### config.mk
export PLATFORM = sky130hd
export DESIGN_NAME = csst_status
export DESIGN_NICKNAME = d
export VERILOG_FILES = /design/src/common/csst_pkg.sv /design/src/logic/csst_status.sv
export VERILOG_INCLUDE_DIRS = /design/src /design/src/common
export SDC_FILE = /design/constraint.sdc
export NUM_CORES = 1
export LEC_CHECK = 0
export ABC_AREA = 1
export BUFFER_PORTS_ARGS = -buffer_cell sky130_fd_sc_hd__buf_2
export CAP_MARGIN = 20
export CORE_AREA = 5 5 109 111
export CTS_CLUSTER_DIAMETER = 100
export DETAILED_ROUTE_END_ITERATION = 16
export DIE_AREA = 0 0 114 116
export PLACE_DENSITY = 0.53
export SLEW_MARGIN = 20
export SYNTH_ARGS = -nofsm -noshare
export SYNTH_HDL_FRONTEND = slang
export SYNTH_SLANG_ARGS = --single-unit
### constraint.sdc
create_clock -name clk -period 1.92 [get_ports clk]
set_clock_uncertainty 0.1 [all_clocks]
set_input_delay 0.192 -clock clk [delete_from_list [all_inputs] [get_ports clk]]
set_output_delay 0.192 -clock clk [all_outputs]
set_load 0.01 [all_outputs]
### src/common/csst_consts.svh
// constants of the conversion and supply status bank
// included by the design file; definitions only
`ifndef CSST_CONSTS_SVH
`define CSST_CONSTS_SVH

// register indices; byte address is four times the index
`define CSST_IDX_PROGRESS   8'h02
`define CSST_IDX_SUPPLY     8'h03
`define CSST_IDX_IRQ_STAT   8'h10
`define CSST_IDX_IRQ_MASK   8'h11

// progress register field positions
`define CSST_SEQ_CNT_LO     14
`define CSST_SHA_CNT_LO     10
`define CSST_SHB_CNT_LO     8
`define CSST_SEQ_RUN_BIT    1

// supply register field layout
`define CSST_FLAG_LO        4
`define CSST_FLAG_W         12

// reset values
`define CSST_CNT_RST        2'h0
`define CSST_FLAG_RST       12'hFFF
`define CSST_IRQ_RST        4'h0
`define CSST_RD_ZERO        32'h0000_0000

`endif

### src/common/csst_pkg.sv
// types shared by the conversion and supply status bank
// constants live in csst_consts.svh
`default_nettype none

package csst_pkg;

    // one bit per supply monitor, msb first as in the register
    typedef struct packed {
        logic analog_rail_over;
        logic analog_rail_under;
        logic io_rail_over;
        logic io_rail_under;
        logic digital_rail_over;
        logic digital_rail_under;
        logic analog_rail_osc;
        logic io_rail_osc;
        logic digital_rail_osc;
        logic analog_reg_hot;
        logic io_reg_hot;
        logic analog_reg_climit;
    } csst_rail_s;

    // one bit per converter
    typedef struct packed {
        logic mux_converter;
        logic shunt_converter_a;
        logic shunt_converter_b;
    } csst_conv_s;

    // interrupt status and mask layout
    typedef struct packed {
        logic supply_fault;
        logic sequence_done;
        logic shunt_a_done;
        logic shunt_b_done;
    } csst_irq_s;

    typedef enum logic [1:0] {
        CSST_BUS_IDLE = 2'b01,
        CSST_BUS_ACK  = 2'b10
    } csst_bus_e;

endpackage

`default_nettype wire

### src/logic/csst_status.sv
// conversion progress counters and sticky supply fault flags
// behind a classic wishbone slave with a masked level interrupt.
// assumes converter strobes and enables come from logic on clk;
// the raw supply monitor levels are asynchronous and are synchronised.
//
// Added by the designer: the Wishbone slave port.
`timescale 1ns/1ps
`default_nettype none
`include "csst_consts.svh"

// Operation
// - two-bit wrapping sequence counter in bits 15:14, steps per finished sequence
// - sequence counter clears on converter disable, standby or reset
// - shunt a conversion counter in bits 11:10, wraps, same clear causes
// - shunt b conversion counter in bits 9:8, wraps, same clear causes
// - bit 1 is high exactly while a sequence runs
// - analog overvoltage drops flag bit 15 to zero
// - analog undervoltage drops flag bit 14 to zero
// - io overvoltage drops flag bit 13 to zero
// - io undervoltage drops flag bit 12 to zero
// - digital overvoltage drops flag bit 11 to zero
// - digital undervoltage drops flag bit 10 to zero
// - rail oscillation drops bits 9, 8, 7 for analog, io, digital
// - regulator overtemperature drops bit 6 analog, bit 5 io
// - analog regulator current limit drops bit 4
// - flags reset to one, stay zero until host writes one
module csst_status
    import csst_pkg::*;
#(
    parameter int ADR_W = 10
) (
    // clock and reset
    input  wire logic             clk,
    input  wire logic             srst,
    // wishbone slave
    input  wire logic             wb_cyc,
    input  wire logic             wb_stb,
    input  wire logic             wb_we,
    input  wire logic [ADR_W-1:0] wb_adr,
    input  wire logic [3:0]       wb_sel,
    input  wire logic [31:0]      wb_dat_w,
    output var  logic [31:0]      wb_dat_r,
    output logic                  wb_ack,
    // converter side, synchronous to clk
    input  wire csst_conv_s       conv_enable,
    input  wire csst_conv_s       conv_done,
    input  wire logic             seq_start,
    input  wire logic             standby,
    // supply monitors, asynchronous, high while a fault is present
    input  wire csst_rail_s       rail_fault_raw,
    // status out
    output var  logic             sequence_running,
    output logic                  irq
);

    // ************************************************************
    // helpers
    // ************************************************************

    // true when the word address selects the given register index
    function automatic logic reg_hit(
        input logic [ADR_W-1:0] adr,
        input logic [7:0]       idx
    );
        logic [ADR_W-3:0] word;
        word = adr[ADR_W-1:2];
        reg_hit = (word == (ADR_W-2)'(idx));
    endfunction

    // low sixteen write bits, each byte kept only if its lane is selected
    function automatic logic [15:0] lane_bits(
        input logic [3:0]  sel,
        input logic [31:0] dat
    );
        logic [15:0] v;
        v = 16'h0000;
        if (sel[1]) begin
            v[15:8] = dat[15:8];
        end
        if (sel[0]) begin
            v[7:0] = dat[7:0];
        end
        lane_bits = v;
    endfunction

    // wrapping two-bit counter step; a clear beats a step
    function automatic logic [1:0] cnt_step(
        input logic [1:0] cnt,
        input logic       clr,
        input logic       inc
    );
        logic [1:0] v;
        v = cnt;
        if (clr) begin
            v = `CSST_CNT_RST;
        end else if (inc) begin
            v = cnt + 2'h1;
        end
        cnt_step = v;
    endfunction

    // ************************************************************
    // declarations
    // ************************************************************

    csst_bus_e        bus_state;
    csst_bus_e        next_bus_state;
    csst_rail_s       fault_meta;
    csst_rail_s       fault_sync;
    csst_rail_s       fault_flag_n;
    csst_irq_s        irq_status;
    csst_irq_s        irq_mask;
    csst_irq_s        irq_event;
    logic [1:0]       seq_count;
    logic [1:0]       sha_count;
    logic [1:0]       shb_count;
    logic             seq_clear;
    logic             sha_clear;
    logic             shb_clear;
    logic             req;
    logic             wr_commit;
    logic [15:0]      wr_bits;
    logic [15:0]      progress_word;
    logic [31:0]      next_rd_data;

    // ************************************************************
    // bus slave
    // ************************************************************

    assign req = wb_cyc & wb_stb;

    // the master holds the request until it sees ack, so the write
    // lands on that same edge and is never applied twice
    assign wr_commit = req & wb_we & (bus_state == CSST_BUS_ACK);
    assign wr_bits   = lane_bits(wb_sel, wb_dat_w);

    always_comb begin
        next_bus_state = bus_state;
        unique case (bus_state)
            CSST_BUS_IDLE: begin
                if (req) begin
                    next_bus_state = CSST_BUS_ACK;
                end
            end
            CSST_BUS_ACK: begin
                next_bus_state = CSST_BUS_IDLE;
            end
            default: begin
                next_bus_state = CSST_BUS_IDLE;
            end
        endcase
    end

    always_ff @(posedge clk) begin
        if (srst) begin
            bus_state <= CSST_BUS_IDLE;
        end else begin
            bus_state <= next_bus_state;
        end
    end

    assign wb_ack = (bus_state == CSST_BUS_ACK);

    // ************************************************************
    // read path
    // ************************************************************

    always_comb begin
        progress_word = 16'h0000;
        progress_word[`CSST_SEQ_CNT_LO +: 2] = seq_count;
        progress_word[`CSST_SHA_CNT_LO +: 2] = sha_count;
        progress_word[`CSST_SHB_CNT_LO +: 2] = shb_count;
        progress_word[`CSST_SEQ_RUN_BIT]     = sequence_running;
    end

    // unmapped addresses still get an ack, with zero data
    always_comb begin
        next_rd_data = `CSST_RD_ZERO;
        if (reg_hit(wb_adr, `CSST_IDX_PROGRESS)) begin
            next_rd_data = {16'h0000, progress_word};
        end else if (reg_hit(wb_adr, `CSST_IDX_SUPPLY)) begin
            next_rd_data[`CSST_FLAG_LO +: `CSST_FLAG_W] = fault_flag_n;
        end else if (reg_hit(wb_adr, `CSST_IDX_IRQ_STAT)) begin
            next_rd_data[3:0] = irq_status;
        end else if (reg_hit(wb_adr, `CSST_IDX_IRQ_MASK)) begin
            next_rd_data[3:0] = irq_mask;
        end
    end

    // data is captured as the request is accepted and held while ack is up
    always_ff @(posedge clk) begin
        if (srst) begin
            wb_dat_r <= `CSST_RD_ZERO;
        end else if (req && bus_state == CSST_BUS_IDLE && !wb_we) begin
            wb_dat_r <= next_rd_data;
        end
    end

    // ************************************************************
    // sequence state
    // ************************************************************

    assign seq_clear = !conv_enable.mux_converter || standby;

    // a done and a new start in one cycle leave the sequencer running
    always_ff @(posedge clk) begin
        if (srst) begin
            sequence_running <= 1'b0;
        end else if (seq_clear) begin
            sequence_running <= 1'b0;
        end else if (seq_start) begin
            sequence_running <= 1'b1;
        end else if (conv_done.mux_converter) begin
            sequence_running <= 1'b0;
        end
    end

    // ************************************************************
    // conversion counters
    // ************************************************************

    assign sha_clear = !conv_enable.shunt_converter_a || standby;
    assign shb_clear = !conv_enable.shunt_converter_b || standby;

    // no write path reaches the counters
    always_ff @(posedge clk) begin
        if (srst) begin
            seq_count <= `CSST_CNT_RST;
        end else begin
            seq_count <= cnt_step(seq_count, seq_clear,
                                  conv_done.mux_converter);
        end
    end

    always_ff @(posedge clk) begin
        if (srst) begin
            sha_count <= `CSST_CNT_RST;
        end else begin
            sha_count <= cnt_step(sha_count, sha_clear,
                                  conv_done.shunt_converter_a);
        end
    end

    always_ff @(posedge clk) begin
        if (srst) begin
            shb_count <= `CSST_CNT_RST;
        end else begin
            shb_count <= cnt_step(shb_count, shb_clear,
                                  conv_done.shunt_converter_b);
        end
    end

    // ************************************************************
    // supply monitor synchroniser
    // ************************************************************

    // monitor levels come from analog comparators outside this clock
    always_ff @(posedge clk) begin
        if (srst) begin
            fault_meta <= '0;
            fault_sync <= '0;
        end else begin
            fault_meta <= rail_fault_raw;
            fault_sync <= fault_meta;
        end
    end

    // ************************************************************
    // supply fault flags
    // ************************************************************

    // write-one restores a flag, but a fault still present wins, so a
    // flag cannot read as clean while its monitor is tripped
    always_ff @(posedge clk) begin
        if (srst) begin
            fault_flag_n <= `CSST_FLAG_RST;
        end else begin
            if (wr_commit && reg_hit(wb_adr, `CSST_IDX_SUPPLY)) begin
                fault_flag_n <= (fault_flag_n
                    | wr_bits[`CSST_FLAG_LO +: `CSST_FLAG_W])
                    & ~fault_sync;
            end else begin
                fault_flag_n <= fault_flag_n & ~fault_sync;
            end
        end
    end
    // field-by-field mapping of monitor to flag, through the struct:
    // analog over/io over/
    // digital over/oscillation
    // overtemperature current limit

    // ************************************************************
    // interrupt status and mask
    // ************************************************************

    // a new fault is one that hits a flag still reading clean
    assign irq_event.supply_fault  = |(fault_flag_n & fault_sync);
    assign irq_event.sequence_done = conv_done.mux_converter & ~seq_clear;
    assign irq_event.shunt_a_done  = conv_done.shunt_converter_a & ~sha_clear;
    assign irq_event.shunt_b_done  = conv_done.shunt_converter_b & ~shb_clear;

    // an event in the same cycle as a write-one-to-clear is kept
    always_ff @(posedge clk) begin
        if (srst) begin
            irq_status <= `CSST_IRQ_RST;
        end else if (wr_commit && reg_hit(wb_adr, `CSST_IDX_IRQ_STAT)) begin
            irq_status <= (irq_status & ~wr_bits[3:0]) | irq_event;
        end else begin
            irq_status <= irq_status | irq_event;
        end
    end

    always_ff @(posedge clk) begin
        if (srst) begin
            irq_mask <= `CSST_IRQ_RST;
        end else if (wr_commit && reg_hit(wb_adr, `CSST_IDX_IRQ_MASK)) begin
            irq_mask <= wr_bits[3:0];
        end
    end

    assign irq = |(irq_status & irq_mask);

endmodule

`default_nettype wire

==> impl_metrics.yaml <==
global_route:
  grt_start_max_net_pins: 39
  grt_usage_pct: 11.5
  grt_pass1_wl_um: 12000
  overflow: 0
  grt_antenna_before_repair: 0
  grt_pass1_vias: 2667
layout:
  diodes: 0
  finalInstanceArea_mm2: 0.00394
  drive_gt1_share_pct: 20.0
  syn2layout_area_growth_pct: 25.5
  fin_cells: 680
  nNetsFinal: 606
cts:
  cts.htree.levels: 3
  cts.sinks: 69
  cts_root_buffer: "clkbuf_8"
  clock_path_buffers: 2
  cts_made_buffers: 9
  path_clk_slew_ns: 0.08
  cts_tree: "yes"
  clk_latency_ns: 0.34
timing:
  finalSetupTns_ns: 0
  min_period_ns: 1.55
  finalHoldViolations: 0
  slew_viol_final: 0
  rsz0062_at_grt: "no"
  setup_viol: 0
  fmax_mhz: 646
  period_share_pct: 80.7
power:
  power_frac_comb_pct: 9.1
  p_sw_share_pct: 23.1
  pwr_density_cell_mw_per_mm2: 796
  sequentialPowerShare_pct: 48.4
  ir_drop_mv: 0.361
  p_clk_share_pct: 42.5
  p_leak_nw: 2.06
  p_sw_mw: 0.722
  p_int_mw: 2.41
  finalPower_mw: 3.13
critical_path:
  crit_type: "reg2reg"
  r2r_start: "bus_state[1]$_SDFFE_PP0N_"
  cp_num_buf_inv: 2
  reg2regPathDepth: 6
  r2r_slack_ns: 0.37
  worst-path-stages: 6
  cp_slowest_cell: "inv_2"
  cp_data_required_time_ns: 2.06
  crit_fanout: 17
  critPathCaptureType: "register"
  reg2reg_to: "wb_dat_r[1]$_SDFFE_PP0P_"
  cpMostUsedCell: "nor2_1"
  cp_cell_sequence: "inv_1 > nand4_2 > inv_2 > nand2_1 > nor2_1 > nor2_1"
  cpLargestDelayFamily: "simple AND/OR/NAND/NOR gates"
  worstPathArrival_ns: 1.69
  crit_path_max_incr_delay_ns: 0.38
  critPathLaunchType: "register"
synth:
  yosysUniqueCellTypes: 29
  synthTopCellsByCount: "nand2_1, inv_1, dfxtp_1"
  yosysTopAreaCell: "dfxtp_1"
  asyncSetResetFlopFracSynth_pct: 0
  synth_cells: 449
  ys_dominant_reg_cell: "dfxtp_1"
  synth_edf_count: 0
  ys_seq_elements: 69
  synthesis.area_mm2: 0.00313
  post_synth.cell_area_avg_um2: 6.98
  synth_most_common_cell: "nand2_1"
  yosysSeqAreaShare_pct: 44.1
  netlist_top_cells_area: "dfxtp_1, nand2_1, inv_1, nor2_1, buf_4"
  ys_warn_count: 0
  synth_top_area_share_pct: 44.1
placement:
  dpl-instance-area_mm2: 0.00355
  io_buffers: 69
  gp_congestion: 0.762
  hpwlAfterDp_um: 5430
  placed_cells: 648
worst_hold_path:
  worst_hold_path.endpoint: "irq_status[2]$_SDFF_PP0_"
  worstHoldPathCells: 3
  holdCritStartpoint: "conv_done[2]"
  min_path_type: "in2reg"
drt:
  wl_met1_um: 3260
  drc: 0
  dr_total_vias: 2717
  vias_per_cell: 4.00
  wl_met2_um: 3410
  top_layer: "met4"
  met3_length_um: 426
  drtPass1Iterations: 6
  ant_nets: 0
  drt_wl_total_um: 7210
  avgRoutedWirePerCell_um: 10.6
  dr.first_iter.drc_count: 91
floorplanning:
  io_pins: 106
  die_x_um: 114
  initial_core_util_pct: 29.3
  dieArea_mm2: 0.0132
  core_mm2: 0.0107
  rows: 38
  die_y_um: 116
flow_run:
  maxCapViolations: 0
outcome:
  status: "completed"
## layer usage
| metal | up-vias | track usage [%] |
|---|---|---|
| met5 | - | 0 |
| met3 | 8 | 3.08 |
| met2 | 62 | 19.7 |
| met4 | 0 | 4.51 |
| met1 | 1165 | 13.7 |
| li1 | 1482 | - |
## worst reg2reg max path: stages (launching register included)
cell and delay (ns):
dfxtp_1 0.32, inv_1 0.08, nand4_2 0.33, inv_2 0.38, nand2_1 0.10, nor2_1 0.10, nor2_1 0.04
## cells in the final DEF (no fill, tap or decap), drive strengths merged
cell type    synthesis  final
dfxtp               69     69
a21oi               15     15
clkbuf               4     12
nand3b              12     12
nor3                 2      2
o21a                 6      6
buf                 25     73
nor2                52     52
conb                 1     16
clkinv               0      2
nand2              148    148
nand3               22     22
bufinv               0      2
nand4                5      5
inv                 81     81
dlygate4sd3          0     16
o21ai                3      3
xor2                 3      3
o2111ai              1      1
## state kept, by name (all words and copies together) (netlist names)
register,flops
bus_state,2
sha_count,2
fault_flag_n,12
seq_count,2
irq_status,4
irq_mask,4
shb_count,2
wb_dat_r,16
sequence_running,1
fault_meta,12
fault_sync,12
## cells by family after synthesis
group	count (synthesis)	synth area share, %
AO/OA/AOI/OAI	25	4.59
buffers and inverters	110	15.8
flip-flops	69	44.1
XOR/XNOR	3	0.838
AND/OR/NAND/NOR	241	34.6
other	1	0.120
## area by class of cell
type / instances / area (um2)
fillers: 1157 / 6760
inverters: 81 / 304
multi-input cells: 285 / 1310
well taps: 140 / 175
clock buffers: 12 / 155
repair buffers: 89 / 536
clock inverters: 4 / 70.1
flip-flops and latches: 69 / 1380
## metrics by stage
step           setup WS [ns]  utilization [%]  hold slack (ns)
3_3_place_gp           0.326             33.2            0.291
6_report               0.372             36.8           0.0221
2_1_floorplan          0.693                -            0.185
4_1_cts                0.349             36.8          0.00406
3_5_place_dp           0.334             33.2            0.293
5_1_grt                0.180             36.8           0.0217
## power by group through the flow
stage | clock network (mW) | logic (mW) | registers (mW)
2_1_floorplan | 0 | 0.187 | 1.54
3_3_place_gp | 0 | 0.259 | 1.55
3_5_place_dp | 0 | 0.265 | 1.55
4_1_cts | 1.37 | 0.291 | 1.52
5_1_grt | 1.44 | 0.331 | 1.52
6_report | 1.33 | 0.286 | 1.51
## how the worst max path moves through the flow
| stage | from | end | slack (ns) |
|---|---|---|---|
| after floorplan | bus_state[0]$_SDFFE_PP1N_ | irq_status[3]$_SDFF_PP0_ | 0.69 |
| after global placement | wb_cyc | wb_dat_r[1]$_SDFFE_PP0P_ | 0.33 |
| after detailed placement | wb_cyc | wb_dat_r[1]$_SDFFE_PP0P_ | 0.33 |
| after CTS | bus_state[1]$_SDFFE_PP0N_ | wb_dat_r[1]$_SDFFE_PP0P_ | 0.35 |
| after global routing | bus_state[1]$_SDFFE_PP0N_ | wb_dat_r[1]$_SDFFE_PP0P_ | 0.18 |
| final | bus_state[1]$_SDFFE_PP0N_ | wb_dat_r[1]$_SDFFE_PP0P_ | 0.37 |
## what timing repair did
item,in CTS,in global routing
setup buffers,0,0
gates resized for setup,0,0
hold endpoints to repair,17,0
hold buffers,16,0
(Power assumes the default switching activity.)
